<file path="src/hdl/irg_pkg.sv">
// constants and carrier types for the interrupt request glue
package irg_pkg;
  // host address decode
  localparam int unsigned ADDR_W = 20;
  localparam logic [2:0] STAGE1_TOP = 3'h7;
  localparam logic [1:0] STAGE2_Y0 = 2'h0;
  localparam logic [1:0] STAGE2_Y1 = 2'h1;
  localparam logic [1:0] LOW_SEL_BITS = 2'h0;
  localparam logic [18:0] CTRL_WIN_WORD = 19'h70000;
  // request inputs
  localparam int unsigned NUM_REQ = 8;
  localparam int unsigned NUM_PAR = 7;
  // values after reset
  localparam logic [7:0] MASK_RST = 8'h00;
  localparam logic [4:0] BASE_RST = 5'h00;
  localparam logic [7:0] BYTE_RST = 8'h00;
  // pin idle levels: host strobes and acknowledge high
  localparam logic [ADDR_W+14:0] HOST_IDLE = 35'h000001c00;
  // disk sync and keyboard lines idle high, the rest low
  localparam logic [NUM_REQ-1:0] REQ_IDLE = 8'h41;

  // host side pins, sampled together
  typedef struct packed {
    logic [ADDR_W-1:0] addr;
    logic io_mem;
    logic ale;
    logic wr_n;
    logic rd_n;
    logic interrupt_acknowledge_n_n;
    logic phase2;
    logic tap_b;
    logic [7:0] bd;
  } irg_host_type;

  // peripheral request lines in input order 7..0
  typedef struct packed {
    logic video;
    logic keyboard_n;
    logic exp5;
    logic exp4;
    logic parallel;
    logic timer;
    logic serial_a;
    logic disk_sync;
  } irg_req_type;

  // acknowledge sequence, gray along idle, first, second
  typedef enum logic [1:0] {
    ACK_IDLE = 2'b00,
    ACK_FIRST = 2'b01,
    ACK_SECOND = 2'b11
  } irg_ack_type;
endpackage : irg_pkg

</file>
<file path="src/hdl/irg_glue.sv">
// interrupt request glue: decode, strobes, latches and priority control
`timescale 1ns/1ps
// Contract
// - controller selected only inside the two-byte window at E0000-E0001.
// - first decode stage needs io_mem low and top three address bits high.
// - select goes low only with stage two enabled and bits 6, 5 low.
// - access qualifier sets at ale trailing edge on either low decode output.
// - write strobe low only with host write low and qualifier set.
// - read strobe low only with host read low and qualifier set.
// - latched address bit 0 drives register select; low write is init word.
// - second flop sets on phase 2; with phase 2 and tap high latch enables.
// - latch enable with ale low makes the strobe moving buffered data across.
// - controller is sole master; master select high, cascade unused.
// - each request is taken on its rising edge, not its level.
// - keyboard active-low request is inverted onto input 6, asynchronous.
// - interrupt raised only for the lowest-numbered unmasked pending request.
// - controller interrupt output goes straight to the processor input.
// - two acknowledge cycles; type byte driven during the second.
// - simultaneous requests held; highest served first, next afterwards.
// - input 3 is the or of all adapter requests; software polls them.
// - acknowledge clears the second flop, disabling the decode.
module irg_glue #(
  parameter int unsigned NUM_PAR = irg_pkg::NUM_PAR
) (
  // clock, reset, enable
  input wire logic clk_i,
  input wire logic rst_i,
  input wire logic ce_i,
  // host bus pins
  input wire logic [19:0] addr_i,
  input wire logic io_mem_i,
  input wire logic ale_i,
  input wire logic wr_n_i,
  input wire logic rd_n_i,
  input wire logic interrupt_acknowledge_n_i,
  input wire logic phase2_i,
  input wire logic divider_tap_b_i,
  input wire logic [7:0] buffered_data_i,
  // peripheral requests
  input wire logic disk_sync_request_i,
  input wire logic serial_request_a_i,
  input wire logic timer_request_i,
  input wire logic [NUM_PAR-1:0] parallel_request_i,
  input wire logic expansion4_request_i,
  input wire logic expansion5_request_i,
  input wire logic keyboard_request_n_i,
  input wire logic video_request_i,
  // controller side strobes and data
  output logic controller_select_n_o,
  output logic ctrl_write_strobe_n_o,
  output logic ctrl_read_strobe_n_o,
  output logic io_latch_enable_n_o,
  output logic data_latch_strobe_o,
  output logic register_select_bit_o,
  output logic master_slave_select_o,
  output logic [7:0] controller_data_o,
  output logic [7:0] read_data_o,
  // interrupt path to the processor
  output logic processor_irq_input_o,
  output logic [7:0] type_byte_o,
  output logic type_byte_drive_o,
  output logic [7:0] pending_request_register_o
);
  irg_pkg::irg_host_type host_i;
  irg_pkg::irg_req_type req_i;
  irg_pkg::irg_host_type hm_q, h, hp;
  irg_pkg::irg_req_type rm_q, rs_q, rp_q;
  irg_pkg::irg_ack_type ack_q;
  logic [7:0] req_now, req_prev, req_rise, active, ack_clr;
  logic [7:0] pend_q, mask_q, data_q, type_q, rdata_q;
  logic [4:0] base_q;
  logic [2:0] sel_idx_q, pick_idx;
  logic qual1_q, qual2_q, init_q, rsel_q, irq_q, drive_q;
  logic sel_n_q, wr_n_q, rd_n_q, iol_n_q, dls_q, msel_q;
  logic stage1_en, dec_y0, dec_y1, win_hit, ale_fall, ale_rise;
  logic p2_rise, interrupt_acknowledge_n_fall, interrupt_acknowledge_n_rise, wr_act, rd_act;
  logic io_latch_act, data_latch_strobe_act, wr_end, pick_any;

  assign host_i = {addr_i, io_mem_i, ale_i, wr_n_i, rd_n_i,
                   interrupt_acknowledge_n_i, phase2_i,
                   divider_tap_b_i, buffered_data_i};
  // keyboard kept active low here, inverted after sync; adapters or'd onto input 3
  assign req_i = {video_request_i, keyboard_request_n_i,
                  expansion5_request_i, expansion4_request_i,
                  |parallel_request_i, timer_request_i,
                  serial_request_a_i, disk_sync_request_i};

  // two-flop synchronisers plus an edge stage; reset to idle, no false edge
  always_ff @(posedge clk_i) begin
    if (rst_i) begin
      hm_q <= irg_pkg::HOST_IDLE;
      h <= irg_pkg::HOST_IDLE;
      hp <= irg_pkg::HOST_IDLE;
      rm_q <= irg_pkg::REQ_IDLE;
      rs_q <= irg_pkg::REQ_IDLE;
      rp_q <= irg_pkg::REQ_IDLE;
    end else if (ce_i) begin
      hm_q <= host_i;
      h <= hm_q;
      hp <= h;
      rm_q <= req_i;
      rs_q <= rm_q;
      rp_q <= rs_q;
    end
  end

  // decode in two stages, then the low select bits
  assign stage1_en = ~h.io_mem
                     & (h.addr[19:17] == irg_pkg::STAGE1_TOP);
  assign dec_y0 = stage1_en & (h.addr[16:15] == irg_pkg::STAGE2_Y0);
  assign dec_y1 = stage1_en & (h.addr[16:15] == irg_pkg::STAGE2_Y1);
  // full compare keeps aliases out of the two-byte window
  assign win_hit = dec_y0
                   & (h.addr[6:5] == irg_pkg::LOW_SEL_BITS)
                   & (h.addr[19:1] == irg_pkg::CTRL_WIN_WORD);
  assign ale_fall = hp.ale & ~h.ale;
  assign ale_rise = ~hp.ale & h.ale;
  assign p2_rise = ~hp.phase2 & h.phase2;
  assign interrupt_acknowledge_n_fall = hp.interrupt_acknowledge_n_n & ~h.interrupt_acknowledge_n_n;
  assign interrupt_acknowledge_n_rise = ~hp.interrupt_acknowledge_n_n & h.interrupt_acknowledge_n_n;
  assign wr_act = ~h.wr_n & qual1_q;
  assign rd_act = ~h.rd_n & qual1_q;
  assign io_latch_act = qual2_q & h.phase2 & h.tap_b;
  // data moves while the address strobe is idle
  assign data_latch_strobe_act = io_latch_act & ~h.ale;
  assign wr_end = ~wr_n_q & ~wr_act & ~sel_n_q;

  // access qualifier: armed at ale trailing edge, dropped at next ale leading edge
  always_ff @(posedge clk_i) begin
    if (rst_i) begin
      qual1_q <= 1'b0;
    end else if (ce_i) begin
      if (ale_fall && (dec_y0 || dec_y1)) begin
        qual1_q <= 1'b1;
      end else if (ale_rise) begin
        qual1_q <= 1'b0;
      end
    end
  end

  // second qualifier follows on phase 2; acknowledge forces it off
  always_ff @(posedge clk_i) begin
    if (rst_i) begin
      qual2_q <= 1'b0;
    end else if (ce_i) begin
      if (!h.interrupt_acknowledge_n_n || !qual1_q) begin
        qual2_q <= 1'b0;
      end else if (p2_rise) begin
        qual2_q <= 1'b1;
      end
    end
  end

  // registered strobes, all pin outputs come from flops
  always_ff @(posedge clk_i) begin
    if (rst_i) begin
      sel_n_q <= 1'b1;
      wr_n_q <= 1'b1;
      rd_n_q <= 1'b1;
      iol_n_q <= 1'b1;
      dls_q <= 1'b0;
      msel_q <= 1'b1;
    end else if (ce_i) begin
      sel_n_q <= ~(win_hit & qual2_q);
      wr_n_q <= ~wr_act;
      rd_n_q <= ~rd_act;
      iol_n_q <= ~io_latch_act;
      dls_q <= data_latch_strobe_act;
      msel_q <= 1'b1;
    end
  end

  // register select and data latch toward the controller
  always_ff @(posedge clk_i) begin
    if (rst_i) begin
      rsel_q <= 1'b0;
      data_q <= irg_pkg::BYTE_RST;
    end else if (ce_i) begin
      if (ale_fall) begin
        rsel_q <= h.addr[0];
      end
      if (data_latch_strobe_act) begin
        data_q <= h.bd;
      end
    end
  end

  // controller registers: init word on select low, else mask
  always_ff @(posedge clk_i) begin
    if (rst_i) begin
      base_q <= irg_pkg::BASE_RST;
      mask_q <= irg_pkg::MASK_RST;
      init_q <= 1'b0;
      rdata_q <= irg_pkg::BYTE_RST;
    end else if (ce_i) begin
      if (wr_end && !rsel_q) begin
        base_q <= data_q[7:3];
        mask_q <= irg_pkg::MASK_RST;
        init_q <= 1'b1;
      end else if (wr_end) begin
        mask_q <= data_q;
      end
      if (rd_act && !sel_n_q) begin
        rdata_q <= rsel_q ? mask_q : pend_q;
      end
    end
  end

  // requests captured on rising edges only; set wins over clear
  assign req_now = {rs_q.video, ~rs_q.keyboard_n, rs_q[5:0]};
  assign req_prev = {rp_q.video, ~rp_q.keyboard_n, rp_q[5:0]};
  assign req_rise = req_now & ~req_prev;
  always_ff @(posedge clk_i) begin
    if (rst_i) begin
      pend_q <= '0;
    end else if (ce_i) begin
      pend_q <= (pend_q & ~ack_clr) | req_rise;
    end
  end

  // fixed priority: input 0 highest, so lowest set index wins
  assign active = pend_q & ~mask_q;
  always_comb begin
    pick_idx = 3'h0;
    pick_any = 1'b0;
    for (int i = irg_pkg::NUM_REQ - 1; i >= 0; i--) begin
      if (active[i]) begin
        pick_idx = 3'(i);
        pick_any = 1'b1;
      end
    end
  end
  assign ack_clr = (ack_q == irg_pkg::ACK_IDLE && interrupt_acknowledge_n_fall && pick_any)
                   ? (8'h01 << pick_idx) : 8'h00;

  // acknowledge sequence: first edge claims, second drives the type
  always_ff @(posedge clk_i) begin
    if (rst_i) begin
      ack_q <= irg_pkg::ACK_IDLE;
      sel_idx_q <= 3'h0;
      type_q <= irg_pkg::BYTE_RST;
      drive_q <= 1'b0;
    end else if (ce_i) begin
      case (ack_q)
        irg_pkg::ACK_IDLE: begin
          if (interrupt_acknowledge_n_fall) begin
            sel_idx_q <= pick_idx;
            ack_q <= irg_pkg::ACK_FIRST;
          end
        end
        irg_pkg::ACK_FIRST: begin
          if (interrupt_acknowledge_n_fall) begin
            type_q <= {base_q, sel_idx_q};
            drive_q <= 1'b1;
            ack_q <= irg_pkg::ACK_SECOND;
          end
        end
        irg_pkg::ACK_SECOND: begin
          if (interrupt_acknowledge_n_rise) begin
            drive_q <= 1'b0;
            ack_q <= irg_pkg::ACK_IDLE;
          end
        end
        default: begin
          drive_q <= 1'b0;
          ack_q <= irg_pkg::ACK_IDLE;
        end
      endcase
    end
  end

  // interrupt output held low through acknowledge so one request is one irq
  always_ff @(posedge clk_i) begin
    if (rst_i) begin
      irq_q <= 1'b0;
    end else if (ce_i) begin
      irq_q <= pick_any & init_q & (ack_q == irg_pkg::ACK_IDLE)
               & ~interrupt_acknowledge_n_fall;
    end
  end

  assign controller_select_n_o = sel_n_q;
  assign ctrl_write_strobe_n_o = wr_n_q;
  assign ctrl_read_strobe_n_o = rd_n_q;
  assign io_latch_enable_n_o = iol_n_q;
  assign data_latch_strobe_o = dls_q;
  assign register_select_bit_o = rsel_q;
  assign master_slave_select_o = msel_q;
  assign controller_data_o = data_q;
  assign read_data_o = rdata_q;
  assign processor_irq_input_o = irq_q;
  assign type_byte_o = type_q;
  assign type_byte_drive_o = drive_q;
  assign pending_request_register_o = pend_q;
endmodule : irg_glue

</file>
<file path="config.mk">
export PLATFORM = sky130hd
export DESIGN_NAME = irg_glue
export DESIGN_NICKNAME = d
export VERILOG_FILES = /design/src/hdl/irg_pkg.sv /design/src/hdl/irg_glue.sv
export SDC_FILE = /design/constraint.sdc
export NUM_CORES = 1
export LEC_CHECK = 0
export BUFFER_PORTS_ARGS = -buffer_cell sky130_fd_sc_hd__clkbuf_2
export CORE_ASPECT_RATIO = 0.7
export CORE_UTILIZATION = 40
export CTS_BUF_LIST = sky130_fd_sc_hd__clkbuf_4
export DETAILED_ROUTE_END_ITERATION = 8
export GPL_TIMING_DRIVEN = 0
export HOLD_SLACK_MARGIN = 0.1
export PLACE_DENSITY = 0.7
export SLEW_MARGIN = 30
export SYNTH_ARGS = -nofsm -noshare
export SYNTH_HDL_FRONTEND = slang
export SYNTH_SLANG_ARGS = --single-unit
</file>
<file path="constraint.sdc">
create_clock -name clk_i -period 3.3 [get_ports clk_i]
set_input_delay 0.165 -clock clk_i [delete_from_list [all_inputs] [get_ports clk_i]]
set_output_delay 0.165 -clock clk_i [all_outputs]
set_load 0.02 [all_outputs]
</file>
**Yosys cells after proc, flatten, opt, wreduce, memory -nomap -nowiden**

Cells that the tools add are included.

- Bits in registers: 158
- Input bits: 52
- Output and inout bits: 41
- Word-level logic and storage cells: 179

- Equality and inequality tests: 8
- Shift operators: 1
- Mux-type cells: 31
- Bitwise operators: 46
- Reductions and logical operators: 29

Operators by type and width:

| cell | count |
|---|---|
| $mux W8 | 4 |
| $and A8 B8 Y8 | 3 |
| $mux W3 | 8 |
| $not A8 Y8 | 3 |
| $and A1 B1 Y1 | 21 |
| $eq A19 B19 Y1 const B | 1 |
| $not A1 Y1 | 18 |
| $mux W1 | 14 |
| $reduce_and A2 Y1 | 7 |
| $or A8 B8 Y8 | 1 |
| $reduce_and A4 Y1 | 2 |
| $shl A1 B3 Y8 const A | 1 |
| $reduce_or A7 Y1 | 1 |
| $logic_not A2 Y1 | 3 |
| $mux W2 | 3 |
| $ne A2 B2 Y1 const B | 3 |
| $pmux W2 S3 | 1 |
| $reduce_and A3 Y1 | 2 |
| $reduce_bool A2 Y1 | 3 |
| $logic_and A1 B1 Y1 | 5 |
| $eq A2 B1 Y1 const B | 2 |
| $logic_not A1 Y1 | 4 |
| $eq A3 B3 Y1 const B | 1 |
| $pmux W1 S3 | 1 |
| 2 further kinds | 3 |

**Logic depth before layout (Yosys ltp)**

- Depth after elaboration: 15
- Mapped depth: 7
- Mapped depth without buffers: 4

**Worst setup path before layout**

OpenSTA, ideal clock, no wires.

- Kind: register to register
- Start point: reg h[10] in the netlist's numbering
- End point: reg pend_q[5] (netlist: pending_request_register_o[5])
- Setup time: 0.119 ns
- Data arrival time: 1.546 ns
- Path slack: 1.635 ns
- Stages on the path, launching flop included: 5
- Path buffers: 0
- Clock period less this slack: 1.665 ns
- Path through: dfxtp_1 -> nand2b_4 -> or3_1 -> or4_1 -> o221a_1

- Longest elaborated chain between the ends: 8

RTL lines:

| what | line | text |
|---|---|---|
| start: declaration | irg_glue.sv:66 | `irg_pkg::irg_host_type hm_q, h, hp;` |
| start signal: assignment | irg_glue.sv:92 | `h <= irg_pkg::HOST_IDLE;` |
| start signal: assignment | irg_glue.sv:99 | `h <= hm_q;` |
| $not A1 Y1 | irg_glue.sv:119 | `assign interrupt_acknowledge_n_fall = hp.interrupt_acknowledge_n_n & ~h.interrupt_acknowledge_n_n;` |
| $and A1 B1 Y1 | irg_glue.sv:119 |  |
| $logic_and A1 B1 Y1 (2 in a row) | irg_glue.sv:233 | `assign ack_clr = (ack_q == irg_pkg::ACK_IDLE && interrupt_acknowledge_n_fall && pick_any)` |
| $mux W8 | irg_glue.sv:234 | `? (8'h01 << pick_idx) : 8'h00;` |
| $not A8 Y8 | irg_glue.sv:217 | `pend_q <= (pend_q & ~ack_clr) \| req_rise;` |
| $and A8 B8 Y8 | irg_glue.sv:217 |  |
| $or A8 B8 Y8 | irg_glue.sv:217 |  |
| end signal: assignment | irg_glue.sv:217 |  |
| end: declaration | irg_glue.sv:70 | `logic [7:0] pend_q, mask_q, data_q, type_q, rdata_q;` |

No other way between the ends.
A chain may end at the register's enable or synchronous reset.

**Worst setup path after layout**

- Start point: in ce_i
- End point: reg rm_q[3] in the netlist's numbering

RTL lines:

| what | line | text |
|---|---|---|
| start: declaration | irg_glue.sv:28 | `input wire logic ce_i,` |
| end signal: assignment | irg_glue.sv:94 | `rm_q <= irg_pkg::REQ_IDLE;` |
| end signal: assignment | irg_glue.sv:101 | `rm_q <= req_i;` |
| end: declaration | irg_glue.sv:67 | `irg_pkg::irg_req_type rm_q, rs_q, rp_q;` |

No word-level cell between the ends.

==> impl_metrics.tcl <==
set metrics [dict create \
    finalCritPeriodShare 0.692 \
    path_cells "dlygate4sd3_1, clkbuf_2, buf_2, clkbuf_1, clkbuf_1, a311oi_1, dlygate4sd3_1" \
    chipHeight_um 105 \
    final_cell_mix "158 x dfxtp_1, 120 x mux2i_1, 117 x nor2_1, 90 x clkbuf_2, 47 x dlygate4sd3_1" \
    avgSynthCellArea_um2 9.74 \
    finalHoldViolations 0 \
    grt_usage 0.196 \
    ys_seq_elements 158 \
    numCtsBuffers 17 \
    fmax_ghz 0.438 \
    cts_max_level 4 \
    ys_types 49 \
    fin_util 0.508 \
    setup_viol 0 \
    finalWirelength_um 14800 \
    endpoint_kind "register" \
    drv_slew 0 \
    first_pass_iters 4 \
    cp_slowest_cell "dlygate4sd3_1" \
    tightest_slew_ps 852 \
    antenna_found_initial 0 \
    drc 0 \
    slew_headroom 0.432 \
    io_buffers 90 \
    grt_max_degree 17 \
    core_um2 14700 \
    syn_area_um2 6050 \
    routed_via_density 4.96 \
    critPathMaxFanout 10 \
    cts_sinks 158 \
    fin_crit_ps 2280 \
    ys_async_sr_fraction 0 \
    syn_to_final_growth_pct 23.6 \
    fp.dieW_um 149 \
    ys_seq_area_frac 0.523 \
    dp_hpwl_um 10600 \
    rows 37 \
    cp-start-kind "input pin" \
    cap_violations 0 \
    routed-wl-met2_um 6010 \
    cts_setup_buffers 0 \
    routedWlPerCell_um 15.0 \
    drtIter0Drc 245 \
    grt_pass1_wl_um 23500 \
    gp_congestion 0.875 \
    synth_edf_count 0 \
    nNetsFinal 829 \
    wl_met3_um 728 \
    syn-num-nets 673 \
    p_per_area_nw_per_um2 451 \
    worst-setup-path-type "input pin to register" \
    cts_hold_buf 47 \
    cts_tree "done" \
    required_ps 3730 \
    clk_latency_ps 540 \
    syn_inst 621 \
    wl_met1_um 7900 \
    worst_ep_arrival_time_ps 2710 \
    top_layer_used "met4" \
    cts.reportedPaths.clkPinSlew_ps 130 \
    pin_count 93 \
    cts_root_buf "clkbuf_4" \
    clk_path_buf_depth 2 \
    cpPeakStageDelay_ps 590 \
    hold_class "input pin to register" \
    vias 4887 \
    status "finished, final reports clean" \
    cts-resized-gates 0 \
    initial_core_util 0.411 \
    rsz0062_at_grt "no" \
    synthFlopType "dfxtp_1" \
    die-area_um2 15600 \
    final_common_cell "dfxtp_1" \
    grt_pass1_vias 4543 \
    gr-total-overflow 0 \
    ant_nets 0 \
    fin_tns_setup_ps 0 \
    peakVddDrop_v 0.000217 \
    skew_ps 13.0 \
    antenna_cells 0 \
    yosys_warnings 0 \
    drive_above_1_share 0.177 \
    leakage_nw 3.11 \
]
area by class of cell:
type | count | area (µm²)
Sequential cell | 158 | 3160
Timing Repair Buffer | 137 | 921
Multi-Input combinational cell | 419 | 2710
Buffer | 40 | 170
Tap cell | 195 | 244
Clock inverter | 14 | 121
Inverter | 4 | 15.0
Clock buffer | 18 | 135
Fill cell | 1398 | 7250
per-stage QoR:
step	area, µm²	setup slack (ps)	hold slack, ps	instances	power [mW]
global placement	6740	1440	386	906	2.30
global route	7470	934	359	985	3.53
floorplan	6050	1630	293	621	2.21
finish	7470	1020	370	985	3.37
detailed placement	6740	1450	387	906	2.31
CTS	7470	1080	346	985	3.39
worst max-delay path: cells and delay by family:
kind	cells	cell delay, ps
AO/OA/AOI/OAI	1	160
buffers and inverters	6	2380
synthesized netlist by cell type (3+ instances only):
| cell type | number | area share |
|---|---|---|
| nor2b_1 | 8 | 0.0083 |
| dfxtp_1 | 158 | 0.52 |
| a21oi_1 | 28 | 0.023 |
| buf_2 | 13 | 0.011 |
| nor4_1 | 4 | 0.0041 |
| nand2b_1 | 10 | 0.010 |
| clkbuf_1 | 23 | 0.014 |
| nand4_1 | 3 | 0.0031 |
| nor2_1 | 117 | 0.073 |
| buf_1 | 3 | 0.0019 |
| a211oi_1 | 11 | 0.014 |
| nor3_1 | 9 | 0.0074 |
| nand3_1 | 10 | 0.0083 |
| nor3b_1 | 5 | 0.0062 |
| mux2i_1 | 120 | 0.20 |
| nand2_1 | 42 | 0.026 |
| nor4b_1 | 3 | 0.0043 |
| o21ai_0 | 10 | 0.0083 |
| nand3b_1 | 5 | 0.0062 |
logic make-up after synthesis:
kind of cell / Yosys count / share of synthesized area
multiplexers: 120 / 0.199
AND/OR/NAND/NOR: 227 / 0.173
flip-flops: 158 / 0.523
buffers and inverters: 44 / 0.0306
AO/OA/AOI/OAI: 71 / 0.0745
other: 1 / 0.000620
where the power goes:
group          leakage [nW]  total (mW)  internal [mW]  switching [mW]
Sequential             1.29        2.00           1.97          0.0387
Clock                 0.118        1.06          0.377           0.686
Combinational          1.71       0.307          0.148           0.159
path summary, 6_finish.rpt:
check               start                            end  slack, ps  cells past startpoint
max                  ce_i                        rm_q[3]       1020                      7
min                wr_n_i                       hm_q[12]        370                      4
max reg2reg      ack_q[0]  pending_request_register_o[3]       1410                      5
min reg2reg  sel_idx_q[1]                   sel_idx_q[1]        460                      2
state kept, by name (all words and copies together), names as in the netlist, 5 cells and up:
register / flops
pending_request_register_o: 8
type_byte_o: 8
req_prev: 7
base_q: 5
h: 35
hm_q: 35
controller_data_o: 8
mask_q: 8
req_now: 7
rm_q: 8
read_data_o: 8
per-layer routing:
metal	global-route usage	vias to the layer above
li1	-	2462
met1	0.295	2302
met2	0.281	112
met3	0.0445	11
met4	0.0423	0
met5	0	-
Note: power is estimated with default switching activity, not from simulation.
